## config.mk

```make
export PLATFORM = sky130hd
export DESIGN_NAME = fp_register_bit_ops
export DESIGN_NICKNAME = d
export VERILOG_FILES = /design/src/fp_bit_ops_pkg.sv /design/src/fp_mem_if.sv /design/src/fp_mem_format.sv /design/src/fp_register_bit_ops.sv
export VERILOG_INCLUDE_DIRS = /design/src
export SDC_FILE = /design/constraint.sdc
export NUM_CORES = 1
export LEC_CHECK = 0
export ABC_AREA = 1
export BUFFER_PORTS_ARGS = -buffer_cell sky130_fd_sc_hd__clkbuf_2
export CAP_MARGIN = 0
export CORE_ASPECT_RATIO = 1.75
export CORE_MARGIN = 3
export CORE_UTILIZATION = 35
export CTS_BUF_LIST = sky130_fd_sc_hd__clkbuf_8
export CTS_CLUSTER_SIZE = 25
export DETAILED_ROUTE_END_ITERATION = 7
export GPL_ROUTABILITY_DRIVEN = 0
export GPL_TIMING_DRIVEN = 0
export PLACE_DENSITY_LB_ADDON = 0.05
export SLEW_MARGIN = 20
export SYNTH_ARGS = -nofsm -noshare
export SYNTH_HDL_FRONTEND = slang
export SYNTH_HIERARCHICAL = 1
export SYNTH_SLANG_ARGS = --single-unit
```

## constraint.sdc

```tcl
create_clock -name ref_clk -period 5 [get_ports ref_clk]
set_clock_uncertainty 0.1 [all_clocks]
set_input_delay 1.5 -clock ref_clk [delete_from_list [all_inputs] [get_ports ref_clk]]
set_output_delay 1.5 -clock ref_clk [all_outputs]
set_load 0.005 [all_outputs]
```

## src/fp_bit_ops_regs.svh

```systemverilog
`ifndef FP_BIT_OPS_REGS_SVH
`define FP_BIT_OPS_REGS_SVH

// ----------------------------------------------------------------
// Field layout of a floating-point register
// ----------------------------------------------------------------
`define FPB_SIG_W        64
`define FPB_EXP_W        17
`define FPB_INT_EXP      17'h1_003E
`define FPB_SIGN_POS     1'b0
`define FPB_NATVAL_SIG   64'h0000_0000_0000_0000
`define FPB_NATVAL_EXP   17'h1_FFFE
`define FPB_NATVAL_SIGN  1'b0

// ----------------------------------------------------------------
// Memory format constants
// ----------------------------------------------------------------
`define FPB_SGL_BIAS     8'h7F
`define FPB_DBL_BIAS     11'h3FF
`define FPB_REG_BIAS     17'h0_FFFF
`define FPB_EXP_MAX      17'h1_FFFF

`endif

```

## src/fp_bit_ops_pkg.sv

```systemverilog
package fp_bit_ops_pkg;

    // Operation selector
    typedef enum logic [3:0] {
        OP_HALF_SWAP          = 4'h0,
        OP_HALF_SWAP_NEG_LEFT = 4'h1,
        OP_HALF_SWAP_NEG_RIGHT= 4'h2,
        OP_SXT_LEFT           = 4'h3,
        OP_SXT_RIGHT          = 4'h4,
        OP_XOR                = 4'h5,
        OP_GET_SINGLE         = 4'h6,
        OP_GET_DOUBLE         = 4'h7,
        OP_GET_EXP            = 4'h8,
        OP_GET_SIG            = 4'h9
    } fp_op_e;

    // Floating-point register value
    typedef struct packed {
        logic        sign;
        logic [16:0] exponent;
        logic [63:0] significand;
    } float_reg_s;

endpackage

```

## src/fp_mem_if.sv

```systemverilog
`timescale 1ns/1ps
// Carries a register value to the memory-format converter and back
interface fp_mem_if;
    import fp_bit_ops_pkg::*;
    float_reg_s  src;
    logic [31:0] single_val;
    logic [63:0] double_val;
    modport user (output src, input single_val, input double_val);
    modport conv (input src, output single_val, output double_val);
endinterface

```

## src/fp_mem_format.sv

```systemverilog
`timescale 1ns/1ps
`include "fp_bit_ops_regs.svh"

// Converts register format to single and double memory format
module fp_mem_format
    import fp_bit_ops_pkg::*;
(
    fp_mem_if.conv m
);

    logic [16:0] unb;
    logic        is_zero_exp;
    logic        is_max_exp;
    logic [7:0]  s_exp;
    logic [10:0] d_exp;

    // ----------------------------------------------------------------
    // Exponent rebias, truncating significand
    // ----------------------------------------------------------------
    always_comb
    begin
        is_zero_exp = (m.src.exponent == 17'h0_0000) || !m.src.significand[63];
        is_max_exp  = (m.src.exponent == `FPB_EXP_MAX);
        unb         = m.src.exponent - `FPB_REG_BIAS;
        s_exp       = is_zero_exp ? 8'h00 : (is_max_exp ? 8'hFF : 8'(unb + 17'(`FPB_SGL_BIAS)));
        d_exp       = is_zero_exp ? 11'h000 : (is_max_exp ? 11'h7FF : 11'(unb + 17'(`FPB_DBL_BIAS)));
        m.single_val = {m.src.sign, s_exp, m.src.significand[62:40]};
        m.double_val = {m.src.sign, d_exp, m.src.significand[62:11]};
    end

endmodule

```

## src/fp_register_bit_ops.sv

```systemverilog
`timescale 1ns/1ps
`include "fp_bit_ops_regs.svh"

// How it works
// - Half-swap, sign-extend and XOR give not-a-thing when either source is one.
// - Their other results get exponent 0x1003E and positive sign.
// - Plain swap: upper half from third source low, lower from second high.
// - Negate-right swap inverts second source bit 63 into result bit 31.
// - Negate-left swap inverts sign of the upper result half.
// - Sign-extend replicates second source half sign, joins third source half.
// - XOR stores bitwise XOR of both source significands.
// - Single and double moves write the memory representation to the int reg.
// - Single move clears upper 32 bits of the int destination.
// - Exponent move: exponent to 16:0, sign to 17, rest zero.
// - Significand move copies the significand unchanged.
// - Every move sets deferred-exception bit exactly when source is not-a-thing.
// - Move faults if the float source register is disabled.
// - Swap and XOR fault if destination or either source is disabled.

module fp_register_bit_ops
    import fp_bit_ops_pkg::*;
(
    // Clock and reset
    input  wire logic        ref_clk,
    input  wire logic        rst_n,
    // Issue
    input  wire logic        op_valid,
    input  wire logic [3:0]  op_code,
    input  wire logic        qualifying_predicate,
    input  wire logic [6:0]  dst_idx,
    // Float sources and state
    input  wire float_reg_s  float_reg_src2,
    input  wire float_reg_s  float_reg_src3,
    input  wire logic        src2_disabled,
    input  wire logic        src3_disabled,
    input  wire logic        dst_disabled,
    // Float destination write
    output float_reg_s       float_reg_wdata,
    output logic             float_reg_we,
    output logic [6:0]       float_reg_widx,
    // Integer destination write
    output logic [63:0]      int_reg_wdata,
    output logic             int_reg_nat,
    output logic             int_reg_we,
    output logic [6:0]       int_reg_widx,
    // Fault and status
    output logic             disabled_fault,
    output logic             float_modified_flag_update,
    output logic [6:0]       modified_idx
);

    fp_mem_if mem ();

    fp_mem_format u_conv (
        .m (mem.conv)
    );

    float_reg_s  fwd_reg,  fwd_next;
    logic        fwe_reg,  fwe_next;
    logic [63:0] iwd_reg,  iwd_next;
    logic        nat_reg,  nat_next;
    logic        iwe_reg,  iwe_next;
    logic [6:0]  idx_reg,  idx_next;
    logic        flt_reg,  flt_next;
    logic        mod_reg,  mod_next;

    logic        natval2;
    logic        natval3;
    logic        is_fop;
    logic        is_move;
    logic [31:0] hi;
    logic [31:0] lo;
    fp_op_e      op;

    // ----------------------------------------------------------------
    // Operand classification
    // ----------------------------------------------------------------
    assign op      = fp_op_e'(op_code);
    assign natval2 = (float_reg_src2.exponent == `FPB_NATVAL_EXP) &&
                     (float_reg_src2.significand == `FPB_NATVAL_SIG) &&
                     (float_reg_src2.sign == `FPB_NATVAL_SIGN);
    assign natval3 = (float_reg_src3.exponent == `FPB_NATVAL_EXP) &&
                     (float_reg_src3.significand == `FPB_NATVAL_SIG) &&
                     (float_reg_src3.sign == `FPB_NATVAL_SIGN);
    assign is_fop  = (op_code <= 4'h5);
    assign is_move = (op_code >= 4'h6) && (op_code <= 4'h9);
    assign mem.src = float_reg_src2;

    // ----------------------------------------------------------------
    // Result halves for swap and sign-extend
    // ----------------------------------------------------------------
    always_comb
    begin
        hi = float_reg_src3.significand[31:0];
        lo = float_reg_src2.significand[63:32];
        case (op)
            OP_HALF_SWAP:
            begin
                hi = float_reg_src3.significand[31:0];
                lo = float_reg_src2.significand[63:32];
            end
            OP_HALF_SWAP_NEG_LEFT:
            begin
                hi = {~float_reg_src3.significand[31], float_reg_src3.significand[30:0]};
                lo = float_reg_src2.significand[63:32];
            end
            OP_HALF_SWAP_NEG_RIGHT:
            begin
                hi = float_reg_src3.significand[31:0];
                lo = {~float_reg_src2.significand[63], float_reg_src2.significand[62:32]};
            end
            OP_SXT_LEFT:
            begin
                hi = {32{float_reg_src2.significand[63]}};
                lo = float_reg_src3.significand[63:32];
            end
            OP_SXT_RIGHT:
            begin
                hi = {32{float_reg_src2.significand[31]}};
                lo = float_reg_src3.significand[31:0];
            end
            default:
            begin
                hi = float_reg_src3.significand[31:0];
                lo = float_reg_src2.significand[63:32];
            end
        endcase
    end

    // ----------------------------------------------------------------
    // Next-state: results, faults, status
    // ----------------------------------------------------------------
    always_comb
    begin
        fwd_next = fwd_reg;
        fwe_next = 1'b0;
        iwd_next = iwd_reg;
        nat_next = nat_reg;
        iwe_next = 1'b0;
        idx_next = idx_reg;
        flt_next = 1'b0;
        mod_next = 1'b0;
        if (op_valid && qualifying_predicate)
        begin
            idx_next = dst_idx;
            if (is_fop)
            begin
                if (dst_disabled || src2_disabled || src3_disabled)
                begin
                    flt_next = 1'b1;
                end
                else
                begin
                    fwe_next = 1'b1;
                    mod_next = 1'b1;
                    if (natval2 || natval3)
                    begin
                        fwd_next = {`FPB_NATVAL_SIGN, `FPB_NATVAL_EXP, `FPB_NATVAL_SIG};
                    end
                    else
                    begin
                        fwd_next.sign     = `FPB_SIGN_POS;
                        fwd_next.exponent = `FPB_INT_EXP;
                        if (op == OP_XOR)
                            fwd_next.significand = float_reg_src2.significand ^
                                                   float_reg_src3.significand;
                        else
                            fwd_next.significand = {hi, lo};
                    end
                end
            end
            else if (is_move)
            begin
                if (src2_disabled)
                begin
                    flt_next = 1'b1;
                end
                else
                begin
                    iwe_next = 1'b1;
                    nat_next = natval2;
                    case (op)
                        OP_GET_SINGLE:
                            iwd_next = {32'h0000_0000, mem.single_val};
                        OP_GET_DOUBLE:
                            iwd_next = mem.double_val;
                        OP_GET_EXP:
                            iwd_next = {46'h0, float_reg_src2.sign, float_reg_src2.exponent};
                        OP_GET_SIG:
                            iwd_next = float_reg_src2.significand;
                        default:
                            iwd_next = iwd_reg;
                    endcase
                end
            end
        end
    end

    // ----------------------------------------------------------------
    // Registers
    // ----------------------------------------------------------------
    always_ff @(posedge ref_clk)
    begin
        if (!rst_n)
        begin
            fwd_reg <= '0;
            fwe_reg <= 1'b0;
            iwd_reg <= 64'h0000_0000_0000_0000;
            nat_reg <= 1'b0;
            iwe_reg <= 1'b0;
            idx_reg <= 7'h00;
            flt_reg <= 1'b0;
            mod_reg <= 1'b0;
        end
        else
        begin
            fwd_reg <= fwd_next;
            fwe_reg <= fwe_next;
            iwd_reg <= iwd_next;
            nat_reg <= nat_next;
            iwe_reg <= iwe_next;
            idx_reg <= idx_next;
            flt_reg <= flt_next;
            mod_reg <= mod_next;
        end
    end

    // ----------------------------------------------------------------
    // Outputs straight from flops
    // ----------------------------------------------------------------
    assign float_reg_wdata            = fwd_reg;
    assign float_reg_we               = fwe_reg;
    assign float_reg_widx             = idx_reg;
    assign int_reg_wdata              = iwd_reg;
    assign int_reg_nat                = nat_reg;
    assign int_reg_we                 = iwe_reg;
    assign int_reg_widx               = idx_reg;
    assign disabled_fault             = flt_reg;
    assign float_modified_flag_update = mod_reg;
    assign modified_idx               = idx_reg;

endmodule

```

==> impl_summary.txt <==
----------------------------------------------------
[Outcome]
  Run status ... finished, final reports clean

[Global routing]
  Met3 Track Usage GR ... 5.22%
  Global-route total usage across every layer ... 31.2%
  Initial antenna violation count ... 7
  Vias in the first global route ... 12,200
  Global routing met1 resource utilization ... 32.2%
  Pin count of the biggest net entering global routing ... 17
  First-pass GRT wire length ... 74,300 um
  GRT Max-Usage Layer ... met2
  Overflow after GRT ... 0
  Met2 global-route usage ... 55.3%

[Detailed routing]
  Vias after detailed routing ... 12,900
  Post-route DRC ... 0
  Remaining antenna violation count after routing ... 0
  Total wire length after detailed routing ... 51,800 um
  Drt via density ... 5.19
  Routed len/inst ... 20.9 um
  Pre-antenna DRT Iters ... 5
  Violation count after the first detailed-route iteration ... 948

[Worst setup path]
  Data arrival, critical path ... 3830 ps
  Critical setup path kind ... input port to flop
  Maximum fanout along the worst path ... 10
  Max stage delay on crit path ... 620 ps
  Endpoint class of the critical path ... flop
  Gate family responsible for the most delay along the worst path ... compound AO/OA/AOI/OAI gates
  Worst path buffer plus inverter count ... 3
  Critical path required time ... 5340 ps
  CP max stage cell ... a31oi_1
  Cell Chain, Critical Path ... clkbuf_2, ha_1, nand2_2, nor2_2, nand2_1, nor2_1, nand3_1, buf_6, a31oi_1, buf_4, nand2_1, a31oi_1
  Type of element launching the critical path ... input port

[Floorplanning]
  Standard-cell rows ... 83
  Count of boundary I/O pins ... 354
  Core area ... 0.0295 mm2
  Die Ht ... 236 um
  Starting density of the core ... 35.7%
  Die Width ... 137 um
  Die ar. ... 0.0323 mm2

[Clocking]
  CTS Root Buffer Type ... clkbuf_8
  Deepest clock path buffer count ... 2
  H-tree lvl count ... 4
  Number of sinks on the clock net ... 141
  Latest clock arrival within the worst-skew pair ... 510 ps
  Clock transition at the registers of the reported paths ... 90 ps
  Resized cells post-CTS ... 0
  Hold-fix buffers, CTS ... 0
  Clock tree from TritonCTS ... done
  Number of clock buffers inserted by TritonCTS ... 17
  Post-CTS setup-driven buffer insertion count ... 0

[Synth]
  Number of cells produced by synthesis ... 1,706
  Most common cell in the netlist ... nand2_1
  Number of enable flip-flop cells after synthesis ... 0
  Synth async-reset ratio ... 0%
  Total standard cell area after synthesis ... 0.0105 mm2
  Leading cell types by total area after synthesis ... dfxtp_1 (27%), nand2_1 (11%), a21oi_1 (10%), nor2_1 (9.8%), buf_4 (8.5%)
  Synth cell count leaders ... nand2_1 (316), nor2_1 (274), a21oi_1 (215), dfxtp_1 (141), o21ai_0 (130)
  Portion of the post-synthesis area used by sequential elements ... 26.8%
  Synthesized area per cell ... 6.18 um2
  Number of different library cells in the post-synthesis netlist ... 39
  Synthesized flop and latch total ... 141
  Yosys Warn Count ... 6
  Proportion of netlist area held by the largest area contributor ... 26.8%
  Dominant register cell in the synthesized netlist ... dfxtp_1
  Yosys top cell by area ... dfxtp_1

[Placed design]
  Buffers added on ports ... 350
  Setup slack at placement ... 1070 ps
  Number of cells in the design after placement ... 2,439
  Estimated wirelength of the detail-placed design ... 42,700 um

[Layout]
  Area growth, synth to finish ... 25.7%
  Filler-free cell count of the finished design ... 2,478
  Final layout net count ... 2,260
  Share of layout cells above drive strength 1 ... 30.4%

[Timing]
  Share of the cycle needed by the critical path after routing ... 69.7%
  Final Hold Fails ... 0
  Setup repair after global routing missed its margin ... false
  Pin slew with the least headroom to its limit ... 800 ps
  Maximum clock frequency ... 287 MHz
  Tmin final ... 3490 ps
  Relative slew margins ... 46.4%
  Setup Total Neg Slack ... 0 ps
  Pins Over Slew Limit ... 0
  Setup Viol. Count Final ... 0
  Setup slack of the critical path after layout ... 1510 ps

[Power]
  Maximum vdd ir drop ... 0.000166 V
  Total leakage power ... 6.50 nW
  Pwr per Cell Area ... 220 mW/mm2

[Flow run]
  Max-cap viol count ... 0

[Worst hold path]
  Class of the tightest hold or removal check ... flop to flop

----------------------------------------------------
[final cells by class]
type / count / area, um2
well taps: 382 / 478
clock inverters: 14 / 208
fillers: 3357 / 16300
inverters: 133 / 499
clock buffers: 18 / 248
plain buffers: 210 / 1370
diodes: 7 / 17.5
repair buffers: 350 / 1750
flip-flops and latches: 141 / 2820
multi-input cells: 1223 / 5850
[cells by family (layout without fill, tap and decap cells)]
family                     count (synthesis)  count (layout)  synth area share, %
and+or+nand+nor                          796             796                 33.2
AOI/OAI and AO/OA                        402             402                 20.2
buffers and inverters                    343             725                 17.7
DFF                                      141             141                 26.8
xor gates and xnor gates                  21              21                 1.75
adders and majority gates                  2               2                0.237
other                                      1               9               0.0356
[worst min-delay path: stages (launching register included)]
cell and delay [ps]:
dfxtp_1 310, nand2_1 60, a21oi_1 50
[power breakdown]
group	leakage, nW	switching, mW	total [mW]	internal (mW)
registers	1.14	0.0161	1.16	1.15
logic	5.14	0.417	0.664	0.246
clock network	0.219	0.525	1.09	0.565
total	6.50	0.958	2.92	1.96
[layout by cell type, fill, tap and decap left out, types with 9 or more instances in the layout]
cell type | netlist | routed
nand4_1 | 69 | 69
nor2_1 | 274 | 274
nor2_2 | 44 | 44
a21oi_1 | 215 | 215
xor2_1 | 21 | 21
buf_6 | 10 | 10
a221oi_1 | 15 | 15
nand2_1 | 316 | 316
inv_1 | 122 | 122
buf_4 | 119 | 119
dfxtp_1 | 141 | 141
o21ai_0 | 130 | 130
a31oi_1 | 20 | 20
o21ai_1 | 9 | 9
nand3_1 | 62 | 62
inv_2 | 10 | 10
clkbuf_8 | 0 | 18
clkbuf_1 | 29 | 29
clkbuf_2 | 0 | 350
buf_2 | 48 | 48
[flip-flops by register name, indices dropped and copies added, names as in the netlist]
signal	count
int_reg_nat	1
float_reg_widx	7
int_reg_we	1
float_modified_flag_update	1
int_reg_wdata	64
disabled_fault	1
float_reg_wdata	66
[stage by stage]
step / total power, mW / hold WS (ps) / cell area, um2 / utilization, %
2_1_floorplan: 1.53 / 360 / 10500 / -
3_3_place_gp: 1.84 / 355 / 12800 / 43.3
3_5_place_dp: 1.84 / 354 / 12800 / 43.3
4_1_cts: 2.93 / 367 / 13200 / 44.8
5_1_grt: 3.03 / 383 / 13200 / 44.9
6_report: 2.92 / 365 / 13200 / 44.9
[path summary, 6_finish.rpt]
kind                                          start                  end  slack (ps)  cells past startpoint
worst max-delay path             float_reg_src2[65]    int_reg_wdata[29]        1510                     12
worst min-delay path            float_reg_wdata[13]  float_reg_wdata[13]         370                      2
worst max register to register  float_reg_wdata[79]  float_reg_wdata[79]        4000                      4
worst min register to register  float_reg_wdata[13]  float_reg_wdata[13]         370                      2
[per-layer routing]
metal | vias to the layer above | routed length (um)
met5 | - | 0
met4 | 0 | 4090
met3 | 168 | 3270
met2 | 590 | 26400
met1 | 5853 | 18000
li1 | 6244 | -
Power figures use the tool's default switching activity.
